## config.mk

```make
export PLATFORM = sky130hd
export DESIGN_NAME = adc_register_control
export DESIGN_NICKNAME = d
export VERILOG_FILES = /design/src/rtl/adc_pkg.sv /design/src/rtl/adc_register_control.sv /design/src/rtl/conv_clock_div.sv
export SDC_FILE = /design/constraint.sdc
export NUM_CORES = 1
export LEC_CHECK = 0
export BUFFER_PORTS_ARGS = -buffer_cell sky130_fd_sc_hd__buf_2
export CAP_MARGIN = 20
export CORE_MARGIN = 2
export CORE_UTILIZATION = 34
export CTS_BUF_LIST = sky130_fd_sc_hd__clkbuf_2 sky130_fd_sc_hd__clkbuf_4 sky130_fd_sc_hd__clkbuf_8
export CTS_CLUSTER_DIAMETER = 50
export DETAILED_ROUTE_END_ITERATION = 6
export GPL_ROUTABILITY_DRIVEN = 0
export GPL_TIMING_DRIVEN = 0
export PLACE_DENSITY_LB_ADDON = 0.2
export SETUP_SLACK_MARGIN = 0.2
export SLEW_MARGIN = 5
export SYNTH_ARGS = -nofsm -noshare
export SYNTH_HDL_FRONTEND = slang
export SYNTH_HIERARCHICAL = 1
export SYNTH_SLANG_ARGS = --single-unit
export TNS_END_PERCENT = 5
```

## constraint.sdc

```tcl
create_clock -name hclk -period 2.3 [get_ports hclk]
set_input_delay 0.23 -clock hclk [delete_from_list [all_inputs] [get_ports hclk]]
set_output_delay 0.23 -clock hclk [all_outputs]
set_load 0.005 [all_outputs]
```

## src/rtl/adc_pkg.sv

```systemverilog
// Constants, field layout and types of the converter control block.
// Assumes an AHB-Lite slave with 32-bit data and a 100 MHz hclk.
//
// Notes on behaviour
// Without irq enable, complete flag is read-only; continuous mode sets it once.
// Control/status write or result read clears the complete flag.
// With irq enable, flag is writable and software clears it; reset clears.
// Irq enable raises request per conversion; read or control write drops it.
// Continuous bit converts repeatedly; otherwise one conversion per control write.
// Channel codes 0-7 pick analog inputs; 1d high reference, 1e low.
// Channel code all ones powers the converter off; reset value.
// First conversion after leaving power-off only stabilises, result discarded.
// Unused channel codes give undefined conversion results.
// Left mode: high holds eight top bits, low two bottom bits.
// Right mode: high holds two top bits, low eight bottom bits.
// Left signed mode is left mode with the top result bit inverted.
// Both result registers update at every completed conversion.
// In 10-bit modes reading high freezes results until low is read.
// Truncation mode: low holds eight top bits, high reads zero, no lock.
// Three-bit divider code: 1, 2, 4, 8, or 16 when top bit set.
// Input clock select: 1 bus clock, 0 crystal clock; reset crystal.
// Justify field: 00 trunc, 01 right, 10 left, 11 signed; reset right.
// Software keeps the converter clock near 1 MHz.
// Conversion starts on control write and lasts 17 converter clocks.
// Continuous results overwrite earlier ones whether read or not.
// Control write during a conversion aborts it and restarts with new settings.
package adc_pkg;

  // Byte offsets of the registers
  localparam logic [7:0] OFS_CTRL   = 8'h3c;
  localparam logic [7:0] OFS_RESH   = 8'h40;
  localparam logic [7:0] OFS_RESL   = 8'h44;
  localparam logic [7:0] OFS_CLKCFG = 8'h48;

  // Control/status fields
  localparam int CS_FLAG_BIT  = 7;
  localparam int CS_IRQEN_BIT = 6;
  localparam int CS_CONT_BIT  = 5;
  localparam int CS_CHAN_MSB  = 4;

  // Clock configuration fields
  localparam int CK_DIV_LSB  = 5;
  localparam int CK_SRC_BIT  = 4;
  localparam int CK_JUST_LSB = 2;

  localparam logic [7:0] CTRL_RESET   = 8'h1f;
  localparam logic [7:0] CLKCFG_RESET = 8'h04;

  localparam logic [4:0] CHAN_OFF  = 5'h1f;
  localparam logic [4:0] CHAN_REFH = 5'h1d;
  localparam logic [4:0] CHAN_REFL = 5'h1e;
  localparam logic [4:0] CHAN_PINS = 5'h08;

  // Converter clocks per conversion, upper end of 16 to 17
  localparam logic [4:0] CONV_CYCLES = 5'h11;
  localparam logic [2:0] DIV_MAX_LOG = 3'h4;

  localparam logic [1:0] HTRANS_NONSEQ = 2'h2;
  localparam logic       HRESP_OKAY    = 1'h0;

  typedef enum logic [1:0] {
    JUST_TRUNC8 = 2'b00,
    JUST_RIGHT  = 2'b01,
    JUST_LEFT   = 2'b10,
    JUST_SIGNED = 2'b11
  } justify_t;

  typedef enum logic [2:0] {
    REG_NONE = 3'b000,
    REG_CTRL = 3'b001,
    REG_RESH = 3'b010,
    REG_RESL = 3'b011,
    REG_CLK  = 3'b100
  } reg_id_t;

  typedef enum logic [1:0] {
    ST_IDLE = 2'b00,
    ST_CONV = 2'b01
  } conv_state_t;

endpackage

```

## src/rtl/adc_register_control.sv

```systemverilog
// Register file, conversion sequencing and result formatting of the ADC.
// Assumes a single AHB-Lite master, an analog core that presents its
// 10-bit result on conv_data in the cycle before conv_done pulses, and a crystal clock
// that is already synchronous to hclk.
//
// Local design decision: the AHB-Lite slave port.
`timescale 1ns/10ps
module adc_register_control
  import adc_pkg::*;
(
  // Clock and reset
  input  wire logic        hclk,
  input  wire logic        hresetn,
  // AHB-Lite slave
  input  wire logic        hsel,
  input  wire logic [31:0] haddr,
  input  wire logic [1:0]  htrans,
  input  wire logic        hwrite,
  input  wire logic [2:0]  hsize,
  input  wire logic [31:0] hwdata,
  input  wire logic        hready,
  output logic             hreadyout,
  output logic [31:0]      hrdata,
  output logic             hresp,
  // Clock source
  input  wire logic        crystal_osc_clock,
  // Analog core
  input  wire logic [9:0]  conv_data,
  output logic             conv_tick,
  output logic             conv_busy,
  output logic             conv_done,
  output logic [4:0]       channel_select,
  output logic [7:0]       analog_inputs,
  output logic             ref_high,
  output logic             ref_low,
  output logic             converter_power_off,
  // Interrupt request
  output logic             conv_irq
);
  import adc_pkg::*;

  function automatic reg_id_t decode(input logic [7:0] a);
    case (a)
      OFS_CTRL:   decode = REG_CTRL;
      OFS_RESH:   decode = REG_RESH;
      OFS_RESL:   decode = REG_RESL;
      OFS_CLKCFG: decode = REG_CLK;
      default:    decode = REG_NONE;
    endcase
  endfunction

  // Bus side
  logic        acc;
  logic        rd_acc;
  logic        wr_pend_r;
  reg_id_t     wr_id_r;
  reg_id_t     acc_id;
  logic        wr_ctrl;
  logic        wr_clk;
  logic        rd_high;
  logic        rd_low;
  logic [31:0] rdata_nxt;
  logic [31:0] hrdata_r;

  // Register state
  logic        flag_r;
  logic        irq_en_r;
  logic        cont_r;
  logic [4:0]  chan_r;
  logic [2:0]  div_r;
  logic        src_r;
  justify_t    just_r;
  logic [9:0]  res_r;
  logic        lock_r;

  // Conversion state
  conv_state_t state_r;
  logic [4:0]  cnt_r;
  logic        stab_r;
  logic        first_done_r;
  logic        xtal_prev_r;
  logic        src_tick;
  logic        done_evt;
  logic        done_valid;
  logic        post_evt;
  logic        sw_set;
  logic [4:0]  new_chan;
  logic        done_r;

  // Zero wait states keep the slave simple; every access answers OKAY.
  assign hreadyout = 1'b1;
  assign hresp     = HRESP_OKAY;
  assign hrdata    = hrdata_r;

  assign acc     = hsel && htrans[1] && hready;
  assign rd_acc  = acc && !hwrite;
  assign acc_id  = decode(haddr[7:0]);
  assign wr_ctrl = wr_pend_r && (wr_id_r == REG_CTRL);
  assign wr_clk  = wr_pend_r && (wr_id_r == REG_CLK);
  assign rd_high = rd_acc && (acc_id == REG_RESH);
  assign rd_low  = rd_acc && (acc_id == REG_RESL);
  assign new_chan = hwdata[CS_CHAN_MSB:0];

  always_ff @(posedge hclk or negedge hresetn) begin
    if (!hresetn) begin
      wr_pend_r <= 1'b0;
      wr_id_r   <= REG_NONE;
    end else begin
      wr_pend_r <= acc && hwrite;
      wr_id_r   <= acc_id;
    end
  end

  // Read data is taken in the address phase, so a read right behind a
  // write to the same register returns the value before that write.
  always_comb begin
    rdata_nxt = 32'h0000_0000;
    case (acc_id)
      REG_CTRL:
        rdata_nxt[7:0] = {flag_r, irq_en_r, cont_r, chan_r};
      REG_RESH: begin
        case (just_r)
          JUST_TRUNC8: rdata_nxt[7:0] = 8'h00;
          JUST_RIGHT:  rdata_nxt[7:0] = {6'h00, res_r[9:8]};
          JUST_LEFT:   rdata_nxt[7:0] = res_r[9:2];
          JUST_SIGNED: rdata_nxt[7:0] = {~res_r[9], res_r[8:2]};
          default:     rdata_nxt[7:0] = 8'h00;
        endcase
      end
      REG_RESL: begin
        case (just_r)
          JUST_TRUNC8: rdata_nxt[7:0] = res_r[9:2];
          JUST_RIGHT:  rdata_nxt[7:0] = res_r[7:0];
          JUST_LEFT:   rdata_nxt[7:0] = {res_r[1:0], 6'h00};
          JUST_SIGNED: rdata_nxt[7:0] = {res_r[1:0], 6'h00};
          default:     rdata_nxt[7:0] = 8'h00;
        endcase
      end
      REG_CLK:
        rdata_nxt[7:0] = {div_r, src_r, just_r, 2'b00};
      default:
        rdata_nxt = 32'h0000_0000;
    endcase
  end

  always_ff @(posedge hclk or negedge hresetn) begin
    if (!hresetn) begin
      hrdata_r <= 32'h0000_0000;
    end else if (rd_acc) begin
      hrdata_r <= rdata_nxt;
    end
  end

  // Control fields
  always_ff @(posedge hclk or negedge hresetn) begin
    if (!hresetn) begin
      irq_en_r <= CTRL_RESET[CS_IRQEN_BIT];
      cont_r   <= CTRL_RESET[CS_CONT_BIT];
      chan_r   <= CTRL_RESET[CS_CHAN_MSB:0];
    end else if (wr_ctrl) begin
      irq_en_r <= hwdata[CS_IRQEN_BIT];
      cont_r   <= hwdata[CS_CONT_BIT];
      chan_r   <= new_chan;
    end
  end

  always_ff @(posedge hclk or negedge hresetn) begin
    if (!hresetn) begin
      div_r  <= CLKCFG_RESET[CK_DIV_LSB +: 3];
      src_r  <= CLKCFG_RESET[CK_SRC_BIT];
      just_r <= justify_t'(CLKCFG_RESET[CK_JUST_LSB +: 2]);
    end else if (wr_clk) begin
      div_r  <= hwdata[CK_DIV_LSB +: 3];
      src_r  <= hwdata[CK_SRC_BIT];
      just_r <= justify_t'(hwdata[CK_JUST_LSB +: 2]);
    end
  end

  // Completion flag; a completion in the clearing cycle wins.
  assign sw_set   = wr_ctrl && irq_en_r && hwdata[CS_FLAG_BIT];
  assign post_evt = done_valid && (irq_en_r || !cont_r || !first_done_r);

  always_ff @(posedge hclk or negedge hresetn) begin
    if (!hresetn) begin
      flag_r <= CTRL_RESET[CS_FLAG_BIT];
    end else if (post_evt || sw_set) begin
      flag_r <= 1'b1;
    end else if (wr_ctrl || rd_high || rd_low) begin
      flag_r <= 1'b0;
    end
  end

  assign conv_irq = irq_en_r && flag_r;

  // Input clock selection and prescaler
  always_ff @(posedge hclk or negedge hresetn) begin
    if (!hresetn) begin
      xtal_prev_r <= 1'b0;
    end else begin
      xtal_prev_r <= crystal_osc_clock;
    end
  end

  assign src_tick = src_r ? 1'b1 : (crystal_osc_clock && !xtal_prev_r);

  conv_clock_div u_div (
    .hclk      (hclk),
    .hresetn   (hresetn),
    .src_tick  (src_tick),
    .div_sel   (div_r),
    .conv_tick (conv_tick)
  );

  // Conversion sequencing
  assign done_evt   = (state_r == ST_CONV) && conv_tick &&
                      (cnt_r == CONV_CYCLES - 5'h01);
  assign done_valid = done_evt && !stab_r && !wr_ctrl;

  always_ff @(posedge hclk or negedge hresetn) begin
    if (!hresetn) begin
      state_r <= ST_IDLE;
      cnt_r   <= 5'h00;
    end else if (wr_ctrl) begin
      cnt_r   <= 5'h00;
      state_r <= (new_chan == CHAN_OFF) ? ST_IDLE : ST_CONV;
    end else begin
      case (state_r)
        ST_IDLE: begin
          cnt_r <= 5'h00;
        end
        ST_CONV: begin
          if (done_evt) begin
            cnt_r <= 5'h00;
            if (!cont_r && !stab_r) begin
              state_r <= ST_IDLE;
            end
          end else if (conv_tick) begin
            cnt_r <= cnt_r + 5'h01;
          end
        end
        default: begin
          state_r <= ST_IDLE;
          cnt_r   <= 5'h00;
        end
      endcase
    end
  end

  // The first conversion out of power-off only settles the analog part.
  always_ff @(posedge hclk or negedge hresetn) begin
    if (!hresetn) begin
      stab_r <= 1'b0;
    end else if (wr_ctrl) begin
      stab_r <= (chan_r == CHAN_OFF) && (new_chan != CHAN_OFF);
    end else if (done_evt) begin
      stab_r <= 1'b0;
    end
  end

  always_ff @(posedge hclk or negedge hresetn) begin
    if (!hresetn) begin
      first_done_r <= 1'b0;
    end else if (wr_ctrl) begin
      first_done_r <= 1'b0;
    end else if (done_valid) begin
      first_done_r <= 1'b1;
    end
  end

  always_ff @(posedge hclk or negedge hresetn) begin
    if (!hresetn) begin
      done_r <= 1'b0;
    end else begin
      done_r <= done_valid;
    end
  end

  assign conv_done = done_r;

  // Result capture; unused channels simply pass whatever the core gives.
  always_ff @(posedge hclk or negedge hresetn) begin
    if (!hresetn) begin
      res_r <= 10'h000;
    end else if (done_valid && !lock_r) begin
      res_r <= conv_data;
    end
  end

  always_ff @(posedge hclk or negedge hresetn) begin
    if (!hresetn) begin
      lock_r <= 1'b0;
    end else if (just_r == JUST_TRUNC8) begin
      lock_r <= 1'b0;
    end else if (rd_high) begin
      lock_r <= 1'b1;
    end else if (rd_low) begin
      lock_r <= 1'b0;
    end
  end

  // Channel routing to the analog mux
  always_comb begin
    analog_inputs = 8'h00;
    if (chan_r < CHAN_PINS) begin
      analog_inputs[chan_r[2:0]] = 1'b1;
    end
  end

  assign channel_select      = chan_r;
  assign ref_high            = (chan_r == CHAN_REFH);
  assign ref_low             = (chan_r == CHAN_REFL);
  assign converter_power_off = (chan_r == CHAN_OFF);
  assign conv_busy           = (state_r == ST_CONV);
endmodule // adc_register_control

```

## src/rtl/conv_clock_div.sv

```systemverilog
// Power-of-two prescaler making the converter clock tick.
// Assumes src_tick is a one-cycle pulse per selected input clock edge.
`timescale 1ns/10ps
module conv_clock_div
  import adc_pkg::*;
(
  // Clock and reset
  input  wire logic       hclk,
  input  wire logic       hresetn,
  // Source and ratio
  input  wire logic       src_tick,
  input  wire logic [2:0] div_sel,
  // Divided tick
  output logic            conv_tick
);
  import adc_pkg::*;

  logic [3:0] cnt_r;
  logic [3:0] limit;
  logic [2:0] log_ratio;

  always_comb begin
    log_ratio = div_sel[2] ? DIV_MAX_LOG : div_sel;
    limit     = 4'((5'h01 << log_ratio) - 5'h01);
  end

  always_ff @(posedge hclk or negedge hresetn) begin
    if (!hresetn) begin
      cnt_r     <= 4'h0;
      conv_tick <= 1'b0;
    end else begin
      conv_tick <= 1'b0;
      if (src_tick) begin
        if (cnt_r >= limit) begin
          cnt_r     <= 4'h0;
          conv_tick <= 1'b1;
        end else begin
          cnt_r <= cnt_r + 4'h1;
        end
      end
    end
  end

endmodule // conv_clock_div
```

# ---- Word level (Yosys, flattened, before mapping)
# Index checks and enable logic that the tools add are counted.
# Widths: inputs -> output; s select.
dict set report classes {
  magnitude_cmp 4
  addsub 3
  eq_ne 24
  shift 1
  bitwise 1
  n_mux 30
  n_reduce_logical 41
}
# op n
set ops {}
lappend ops {{$pmux 8 s4} 2}
lappend ops {{$eq 5x5->1 const B} 5}
lappend ops {{$eq 8x7->1 const B} 3}
lappend ops {{$pmux 8 s3} 1}
lappend ops {{$logic_and 1x1->1} 21}
lappend ops {{$mux 5} 4}
lappend ops {{$mux 1} 14}
lappend ops {{$pmux 3 s4} 1}
lappend ops {{$eq 8x6->1 const B} 1}
lappend ops {{$mux 8} 1}
lappend ops {{$logic_not 1->1} 7}
lappend ops {{$eq 3x1->1 const B} 2}
lappend ops {{$eq 3x2->1 const B} 2}
lappend ops {{$eq 3x3->1 const B} 2}
lappend ops {{$mux 2} 3}
lappend ops {{$ne 3x1->1 const B} 2}
lappend ops {{$reduce_bool 2->1} 3}
lappend ops {{$add 5x1->5 const B} 1}
lappend ops {{$logic_or 1x1->1} 5}
lappend ops {{$lt 5x4->1 const B} 1}
lappend ops {{$ne 5x5->1 const B} 1}
lappend ops {{$add 4x1->4 const B} 1}
lappend ops {{$eq 2x1->1 const B} 2}
lappend ops {{$eq 2x2->1 const B} 2}
lappend ops {{other kinds (16)} 17}
dict set report totals {
  input_bits 85
  register_bits 53
  out_inout_bits 54
  elab_cells 124
}

# ---- Logic depth before layout (Yosys ltp)
# Gate-level depths: netlist (run 1).
dict set report logic_depth {
  depth_word 8
  ltp_mapped 8
}

# ---- Hierarchy
# Netlist (run 1), hierarchy kept.
# module cells_per_inst n_inst area_per_inst_um2 seq_area_each_um2
set by_module_without_submodules {}
lappend by_module_without_submodules {adc_register_control 289 1 2792.7 1183.6}
lappend by_module_without_submodules {conv_clock_div 35 1 334.1 125.1}

# ---- Worst setup path after synthesis (run 1)
# No wires, ideal clock.
dict set report synth_timing {
  path_kind {register to register}
  start {register cnt_r[0] (netlist name)}
  end {register res_r[0]}
  synth_period_minus_slack_ns 1.825
  n_path_buf 2
  arrival_ns 1.700
  setup_slack_ns 0.475
  required_ns 2.175
  setup_time_ns 0.125
  path_stages_with_launch 9
  cell_sequence {dfrtp_1 -> inv_1 -> ha_1 -> and4b_1 -> and4b_1 -> buf_2 -> nor2b_1 -> buf_6 -> mux2_4}
}
# item line
set synth_lines {}
lappend synth_lines {{end signal: assignment} adc_register_control.sv:285} ;# res_r <= conv_data;
lappend synth_lines {{end: declaration} adc_register_control.sv:73} ;# logic [9:0] res_r;

==> results.py, run 1 <==
metrics = {
    "timing": {
        "fin_crit_sh_pct": 88.8,
        "rsz0062_at_grt": "yes",
        "setup_viol": 0,
        "finalClockSkew_ns": 0.0116,
        "period_needed_ns": 2.04,
        "fin_setup_tns_ns": 0,
        "timing_max_transition_violations_final": 0,
        "finalHoldViolations": 0,
        "relSlewSlack_pct": 64.5,
        "worst_slew_pin_slew_ns": 0.530,
        "fin_ws_ns": 0.258,
        "max_freq_ghz": 0.490,
    },
    "synthesis": {
        "synthCells": 324,
        "yosysWarnings": 6,
        "synth_edf_count": 0,
        "synth_top_area_share_pct": 36.8,
        "synth_compound_area_share_pct": 12.1,
        "synth_top_family_by_area": "simple AND/OR/NAND/NOR gates",
        "ys_ff_latch": 52,
        "synth_area_um2": 3130,
        "synth_ff_type": "dfrtp_1",
        "yosysSeqAreaShare_pct": 41.9,
        "synth_commonest_cells": "46 x dfrtp_1, 40 x nand2_1, 30 x nor2_1, 26 x buf_4, 12 x inv_1",
        "synthAdderAreaFrac_pct": 2.80,
        "synthXorXnorAreaFrac_pct": 1.12,
        "synth.area.mux_share_pct": 9.32,
        "synth_area_leaders": "dfrtp_1 37%, buf_4 6.2%, dfstp_2 5.0%, mux2_4 4.8%, nand2_1 4.8%",
        "synth.distinct_cells": 54,
        "synth.avg_cell_area_um2": 9.65,
        "synth.most_common_cell": "dfrtp_1",
        "ys_async_sr_fraction_pct": 100,
        "synth-simple-area-share_pct": 22.2,
        "synth_top_area_cell": "dfrtp_1",
    },
    "detailed_routing": {
        "ant_nets": 0,
        "drtIter0Drc": 117,
        "drt-total-wl_um": 7440,
        "first_pass_iters": 4,
        "drcViolationCount": 0,
        "wl_per_cell_um": 14.2,
        "via_per_inst": 4.93,
        "num_vias": 2582,
    },
    "die": {
        "core_area_um2": 8810,
        "die_y_um": 99.9,
        "io_pins": 139,
        "rows": 34,
        "start_util_pct": 35.5,
        "die_width_um": 99.9,
        "die_area_um2": 9980,
    },
    "power": {
        "irDropWorstVdd_mv": 0.277,
        "p_switching_mw": 0.515,
        "clock_power_share_pct": 33.6,
        "p_int_mw": 1.47,
        "p_comb_share_pct": 14.3,
        "pwr-share-seq_pct": 52.0,
        "total_power_mw": 1.98,
        "total_leakage_power_nw": 1.84,
        "p_per_area_nw_per_um2": 522,
        "swShare_pct": 26.0,
    },
    "cts": {
        "cts_tree": "yes",
        "clk_pin_slew_ns": 0.10,
        "clockBufferDepth": 2,
        "cts_sinks": 52,
        "cts-root-buf": "clkbuf_8",
        "h-tree-depth": 2,
        "numCtsBuffers": 5,
        "worst_skew_pair.late_latency_ns": 0.31,
        "cts_setup_buffers": 0,
    },
    "global_routing": {
        "grt_pass1_wl_um": 12500,
        "grt_util_all_layers_pct": 15.5,
        "grt_pass1_vias": 2503,
        "grt_max_degree": 36,
        "grt_overflow": 0,
        "antenna_found_initial": 1,
    },
    "placement": {
        "dp_worst_setup_slack_ns": 0.281,
        "dpl.hpwl_um": 5810,
        "placed_area_um2": 3670,
        "placement.io_buffers": 59,
    },
    "worst_hold_path": {
        "hp-class": "in2reg",
    },
    "setup_path": {
        "cpMostUsedCell": "and4b_1",
        "path_max_fanout": 10,
        "timing.critical_path.arrival_ns": 2.24,
        "crit_path_end_kind": "register",
        "slowest_stage": "dfrtp_1",
        "worstPathRequired_ns": 2.50,
        "crit_type": "reg2reg",
        "slowest_delay_ns": 0.44,
        "crit_chain": "inv_1, ha_1, and4b_1, and4b_1, buf_2, nor2b_1, buf_6, mux2_4",
        "rrSetupSlack_ns": 0.26,
        "critPathLaunchType": "register",
    },
    "status": {
        "status": "complete, no violations",
    },
    "layout": {
        "fillers": 902,
        "fin_area_um2": 3800,
        "regArea_um2": 1310,
        "area_growth_pct": 21.4,
        "drive_gt1_share_pct": 32.7,
        "final_core_util_pct": 43.1,
        "num_antenna_cells": 0,
        "nNetsFinal": 507,
        "multi_input_area_um2": 1590,
    },
    "job": {
        "maxCapViolations": 0,
    },
}
[sequential cells by signal, indices dropped and copies added (netlist names), 2 cells and up]
| register | cells |
|---|---|
| hrdata | 8 |
| channel_select | 5 |
| u_div/cnt_r | 4 |
| just_r | 2 |
| cnt_r | 5 |
| div_r | 3 |
| wr_id_r | 3 |
| res_r | 10 |
[power by group through the flow]
stage	Sequential (mW)	Clock, mW	Combinational (mW)
global placement	1.05	0	0.275
global route	1.04	0.724	0.332
floorplan	1.03	0	0.186
detailed placement	1.05	0	0.286
CTS	1.03	0.683	0.288
finish	1.03	0.667	0.284
[through the flow]
stage          hold WS [ns]  instances
2_1_floorplan       -0.0656        348
3_3_place_gp          0.355        515
3_5_place_dp          0.200        516
4_1_cts              0.0347        525
5_1_grt              0.0273        524
6_report             0.0373        524
[cell families (layout without fill, tap and decap cells)]
kind of cell / after synthesis / in the layout
other: 2 / 26
AND/OR/NAND/NOR: 128 / 128
XOR/XNOR: 4 / 4
AO/OA/AOI/OAI: 54 / 54
flip-flops: 52 / 52
buffers and inverters: 54 / 122
multiplexers: 23 / 23
adder cells (fa/ha/maj): 7 / 7
[critical path, delay by kind of cell (launching register included)]
kind	cells	cell delay, ns
AND/OR/NAND/NOR	3	0.61
flip-flops	1	0.44
buffers and inverters	3	0.43
multiplexers	1	0.31
adder cells (fa/ha/maj)	1	0.14
[timing repair]
action | CTS | global route
endpoints found under the setup margin | 0 | 11
resized for setup | 0 | 1
hold endpoints to repair | 16 | 0
hold buffers | 1 | 0
[cell type report]
| type | instances | share of cell area [%] |
|---|---|---|
| clock buffers | 6 | 2.17 |
| flip-flops and latches | 52 | 34.5 |
| multi-input cells | 242 | 41.8 |
| inverters | 12 | 1.19 |
| clock inverters | 2 | 1.02 |
| well taps | 108 | 3.56 |
| repair buffers | 61 | 8.57 |
| plain buffers | 41 | 7.25 |
[worst paths after layout]
| kind | from | to | cells after the start |
|---|---|---|---|
| hold reg to reg | first_done_r | first_done_r | 1 |
| max in group asynchronous | hresetn | channel_select[2] | 3 |
| setup / recovery | cnt_r[0] | res_r[4] | 8 |
| min in group asynchronous | hresetn | xtal_prev_r | 2 |
| hold / removal | crystal_osc_clock | xtal_prev_r | 1 |
| setup reg to reg | cnt_r[0] | res_r[4] | 8 |
[cell usage in the layout (no fill, tap or decap), types with 3 or more instances in the layout]
cell type  instances
a21o_1             3
a21oi_1            8
a222oi_1           5
a22oi_1            6
a31oi_1            3
and2_1             5
and3_1             4
buf_2             63
buf_4             26
clkbuf_1           8
clkbuf_8           6
conb_1            26
dfrtp_1           46
dfstp_2            6
ha_1               7
inv_1             12
mux2_2             9
mux2_4            10
mux2i_1            4
nand2_1           40
nand2b_1           4
nand3_1            7
nand3b_1           5
nor2_1            30
nor2b_1            3
nor3_1             5
nor3b_1            5
nor4_1             3
o21ai_0            7
o21ai_1            3
o22ai_1            4
o31ai_1            3
or3_1              3
[per-layer routing]
layer	wire length, um	GRT usage [%]	share of wire [%]	up-vias
met1	3390	21.1	46	1218
met2	3560	26.2	48	83
met5	0	0	0	-
li1	-	-	-	1271
met4	108	3.69	1.5	0
met3	380	2.09	5.1	10
Power figures use the tool's default switching activity.
==> run 2, diff against run 1 <==
--- a/config.mk
+++ b/config.mk
@@ -7,7 +7,6 @@
 export LEC_CHECK = 0
 export BUFFER_PORTS_ARGS = -buffer_cell sky130_fd_sc_hd__buf_2
 export CAP_MARGIN = 20
-export CORE_MARGIN = 2
 export CORE_UTILIZATION = 34
 export CTS_BUF_LIST = sky130_fd_sc_hd__clkbuf_2 sky130_fd_sc_hd__clkbuf_4 sky130_fd_sc_hd__clkbuf_8
 export CTS_CLUSTER_DIAMETER = 50
==> results.py, run 2 (synthesis gave the netlist of run 1 again) <==
metrics = {
    "status": {
        "status": "finished with violations",
        "violations": "DRC",
    },
    "power": {
        "pwr-share-seq_pct": 55.1,
        "irDropWorstVdd_mv": 0.212,
        "clock_power_share_pct": 29.5,
        "p_int_mw": 1.34,
        "p_per_area_nw_per_um2": 494,
        "p_switching_mw": 0.528,
        "swShare_pct": 28.2,
        "p_comb_share_pct": 15.3,
        "total_leakage_power_nw": 1.83,
    },
    "die": {
        "die_y_um": 97.9,
        "io_pins": 139,
        "core_area_um2": 8810,
        "die_area_um2": 9580,
        "die_width_um": 97.9,
        "rows": 34,
        "start_util_pct": 35.5,
    },
    "setup_path": {
        "path_max_fanout": 5,
        "crit_type": "reg2reg",
        "reg2reg_depth": 8,
        "crit_path_end_kind": "register",
        "slowest_stage": "dfrtp_1",
        "rrSetupSlack_ns": 0.31,
        "cpMostUsedCell": "and4b_1",
        "r2r-end": "res_r[2]",
        "cp_num_buf_inv": 3,
        "slowest_delay_ns": 0.44,
        "crit_chain": "inv_1, ha_1, and4b_1, and4b_1, clkbuf_4, nor2b_4, buf_6, mux2_4",
        "timing.critical_path.arrival_ns": 2.21,
        "worstPathRequired_ns": 2.51,
        "r2r_start": "cnt_r[0]",
        "cp_top_family": "simple AND/OR/NAND/NOR gates",
        "critPathLaunchType": "register",
    },
    "global_routing": {
        "grt_util_all_layers_pct": 16.0,
        "grt_overflow": 0,
        "grt_max_degree": 37,
        "grt_pass1_wl_um": 12300,
        "antenna_found_initial": 1,
        "grt_pass1_vias": 2493,
    },
    "cts": {
        "clk_pin_slew_ns": 0.11,
        "clockBufferDepth": 2,
        "cts_setup_buffers": 0,
        "h-tree-depth": 2,
        "cts-root-buf": "clkbuf_8",
        "worst_skew_pair.late_latency_ns": 0.32,
        "cts_sinks": 52,
        "numCtsBuffers": 5,
        "cts_tree": "yes",
    },
    "worst_hold_path": {
        "hp-start": "crystal_osc_clock",
        "hp-class": "in2reg",
        "min_to": "xtal_prev_r",
        "hold_depth": 1,
    },
    "timing": {
        "rsz0062_at_grt": "yes",
        "period_needed_ns": 1.99,
        "finalClockSkew_ns": 0.0146,
        "fin_setup_tns_ns": 0,
        "setup_viol": 0,
        "finalHoldViolations": 0,
        "relSlewSlack_pct": 66.9,
        "fin_crit_sh_pct": 86.7,
        "worst_slew_pin_slew_ns": 0.495,
        "max_freq_ghz": 0.502,
        "timing_max_transition_violations_final": 0,
    },
    "job": {
        "maxCapViolations": 0,
    },
    "detailed_routing": {
        "drt-total-wl_um": 7500,
        "drcViolationCount": 8,
        "via_per_inst": 4.90,
        "drtIter0Drc": 93,
        "first_pass_iters": 6,
        "wl_per_cell_um": 14.3,
        "num_vias": 2571,
        "ant_nets": 0,
    },
    "layout": {
        "area_growth_pct": 21.2,
        "final_cell_mix": "62 x buf_2, 46 x dfrtp_1, 40 x nand2_1, 30 x nor2_1",
        "largest_reg_flops": 10,
        "final_core_util_pct": 43.0,
        "layout_commonest_cell": "buf_2",
        "fin_area_um2": 3790,
        "layout.cells.non_filler": 525,
        "largest_register": "res_r",
        "num_antenna_cells": 0,
        "nNetsFinal": 508,
        "drive_gt1_share_pct": 33.1,
    },
    "placement": {
        "placement.io_buffers": 59,
        "placed_area_um2": 3670,
        "placed_cells": 516,
        "dpl.hpwl_um": 5720,
    },
}
==> run 2: cell type report <==
type	instances	area [um^2]
Clock inverter	2	16.3
Sequential cell	52	1310
Inverter	12	45.0
Clock buffer	6	76.3
Tap cell	108	135
Timing Repair Buffer	62	337
Fill cell	906	5020
Multi-Input combinational cell	242	1590
Buffer	41	278
==> run 2: power by group through the flow <==
stage,Combinational [mW],Sequential [mW],Clock [mW]
finish,0.287,1.03,0.553
CTS,0.288,1.03,0.569
detailed placement,0.286,1.05,0
floorplan,0.186,1.03,0
global route,0.329,1.04,0.600
global placement,0.275,1.05,0
==> run 2: timing repair <==
action,CTS,global route
setup endpoints to repair,0,11
hold buffers,1,0
endpoints found under the hold margin,16,0
resized for setup,0,7
==> run 2: how the worst max path moves through the flow <==
stage | slack [ns] | cells after the start | startpoint | endpoint
after floorplan | 0.47 | 8 | cnt_r[0] | res_r[0]
after global placement | 0.28 | 8 | cnt_r[0] | res_r[7]
after detailed placement | 0.28 | 8 | cnt_r[0] | res_r[2]
after CTS | 0.27 | 8 | cnt_r[0] | res_r[2]
after global routing | 0.20 | 8 | cnt_r[0] | res_r[5]
final | 0.31 | 8 | cnt_r[0] | res_r[2]
==> run 2: routing by layer <==
layer	up-vias	global-route usage, %	wire (um)
met5	-	0	0
met4	0	4.55	90
met3	6	2.51	359
met2	73	26.8	3580
met1	1217	21.3	3460
li1	1275	-	-
==> run 2: worst register-to-register path: stages, from the launching register on <==
cell,delay (ns)
dfrtp_1,0.44
inv_1,0.08
ha_1,0.14
and4b_1,0.23
and4b_1,0.20
clkbuf_4,0.17
nor2b_4,0.18
buf_6,0.15
mux2_4,0.30
==> run 2: per-stage QoR <==
stage	hold WS, ns	worst slack (ns)	power, mW
CTS	0.0249	0.265	1.89
detailed placement	0.187	0.283	1.33
floorplan	-0.0656	0.475	1.22
global placement	0.358	0.284	1.32
global route	0.0184	0.198	1.97
finish	0.0332	0.306	1.87
==> run 3, diff against run 2 <==
--- a/config.mk
+++ b/config.mk
@@ -7,6 +7,7 @@
 export LEC_CHECK = 0
 export BUFFER_PORTS_ARGS = -buffer_cell sky130_fd_sc_hd__buf_2
 export CAP_MARGIN = 20
+export CORE_ASPECT_RATIO = 1.4
 export CORE_UTILIZATION = 34
 export CTS_BUF_LIST = sky130_fd_sc_hd__clkbuf_2 sky130_fd_sc_hd__clkbuf_4 sky130_fd_sc_hd__clkbuf_8
 export CTS_CLUSTER_DIAMETER = 50
==> results.py, run 3 (synthesis gave the netlist of run 1 again) <==
metrics = {
    "status": {
        "status": "complete, no violations",
    },
    "detailed_routing": {
        "ant_nets": 0,
        "drtIter0Drc": 152,
        "via_per_inst": 4.95,
        "drt-total-wl_um": 7620,
        "first_pass_iters": 5,
        "wl_per_cell_um": 14.5,
        "num_vias": 2592,
        "drcViolationCount": 0,
    },
    "timing": {
        "max_freq_ghz": 0.494,
        "timing_max_transition_violations_final": 0,
        "finalClockSkew_ns": 0.00939,
        "relSlewSlack_pct": 63.5,
        "finalHoldViolations": 0,
        "rsz0062_at_grt": "yes",
        "worst_slew_pin_slew_ns": 0.545,
        "fin_crit_sh_pct": 88.0,
        "fin_ws_ns": 0.276,
        "period_needed_ns": 2.02,
        "setup_viol": 0,
        "fin_setup_tns_ns": 0,
    },
    "layout": {
        "layout.cells.non_filler": 524,
        "final_core_util_pct": 42.4,
        "num_antenna_cells": 0,
        "regArea_um2": 1310,
        "nNetsFinal": 508,
        "area_growth_pct": 21.7,
        "drive_gt1_share_pct": 33.1,
        "layout_commonest_cell": "buf_2",
        "multi_input_area_um2": 1590,
        "largest_register": "res_r",
        "fillers": 877,
        "final_cell_mix": "63 x buf_2, 46 x dfrtp_1, 40 x nand2_1, 30 x nor2_1, 27 x buf_4",
        "largest_reg_flops": 10,
    },
    "global_routing": {
        "grt_util_all_layers_pct": 16.2,
        "use_met2_pct": 29.9,
        "antenna_found_initial": 0,
        "grt_pass1_wl_um": 12100,
        "grt_pass1_vias": 2373,
        "busiest_layer": "met2",
        "grt_use_met1_pct": 18.5,
        "grt_overflow": 0,
        "grt_max_degree": 33,
        "gr-usage-met3_pct": 2.85,
    },
    "die": {
        "die_y_um": 115,
        "io_pins": 139,
        "start_util_pct": 34.8,
        "core_area_um2": 8980,
        "rows": 41,
        "die_area_um2": 9590,
        "die_width_um": 83.1,
    },
    "cts": {
        "cts_tree": "yes",
        "h-tree-depth": 2,
        "numCtsBuffers": 5,
        "worst_skew_pair.late_latency_ns": 0.32,
        "cts-root-buf": "clkbuf_8",
        "cts_setup_buffers": 0,
        "cts_sinks": 52,
        "clockBufferDepth": 2,
        "clk_pin_slew_ns": 0.10,
    },
    "setup_path": {
        "path_max_fanout": 5,
        "worstPathRequired_ns": 2.51,
        "crit_type": "reg2reg",
        "critPathLaunchType": "register",
        "timing.critical_path.arrival_ns": 2.23,
        "crit_path_end_kind": "register",
        "rrSetupSlack_ns": 0.28,
    },
    "placement": {
        "dpl.hpwl_um": 5840,
        "placement.io_buffers": 59,
        "dp_worst_setup_slack_ns": 0.264,
        "placed_cells": 515,
    },
    "power": {
        "p_per_area_nw_per_um2": 521,
        "total_power_mw": 1.98,
        "total_leakage_power_nw": 1.84,
        "irDropWorstVdd_mv": 0.360,
    },
    "worst_hold_path": {
        "hp-class": "in2reg",
    },
    "job": {
        "maxCapViolations": 0,
    },
}
run 3: cell types whose count changed in the layout (fill, tap and decap cells not counted), sizes merged:
| cell | delta |
|---|---|
| buf | +1 |
| bufinv | +1 |
| clkbuf | -1 |
| clkinvlp | -1 |
run 3: metal layers:
layer | vias up | wire, um
met5 | - | 0
met4 | 0 | 216
met3 | 14 | 269
met2 | 72 | 4040
met1 | 1234 | 3100
li1 | 1272 | -
run 3: power breakdown:
group / internal, mW / total (mW) / leakage, nW / switching (mW)
registers: 0.972 / 1.03 / 0.664 / 0.0596
logic: 0.138 / 0.284 / 1.12 / 0.146
clock network: 0.341 / 0.667 / 0.0592 / 0.325
run 3: final cells by class:
class | instances | share of cell area, %
multi-input combinational | 242 | 41.9
sequential | 52 | 34.4
timing repair buffer | 62 | 8.75
buffer | 41 | 7.23
tap | 107 | 3.52
clock buffer | 6 | 2.01
inverter | 12 | 1.18
clock inverter | 2 | 1.02
run 3: stage by stage:
step                      hold slack [ns]  area, um^2
final                              0.0427        3800
after global routing               0.0310        3800
after CTS                          0.0421        3790
after detailed placement            0.228        3670
after global placement              0.377        3650
after floorplan                   -0.0656        3220
run 3: path summary, 6_finish.rpt:
| path | from | to | depth (start not counted) |
|---|---|---|---|
| min reg2reg | channel_select[2] | channel_select[2] | 2 |
| max | cnt_r[0] | res_r[3] | 8 |
| min | crystal_osc_clock | xtal_prev_r | 1 |
| max reg2reg | cnt_r[0] | res_r[3] | 8 |
| max in group asynchronous | hresetn | just_r[0] | 3 |
| min in group asynchronous | hresetn | res_r[5] | 2 |
run 3: what timing repair did:
item | CTS | global route
endpoints found under the setup margin | 0 | 12
endpoints found under the hold margin | 20 | 0
hold buffers | 1 | 0
resized for setup | 0 | 5
run 3: critical path, cell delays in order, from the launching register on:
cell and delay, ns:
dfrtp_1 0.44, inv_1 0.08, ha_1 0.13, and4b_1 0.23, and4b_1 0.22, buf_2 0.16
nor2b_4 0.18, buf_4 0.18, mux2_4 0.30
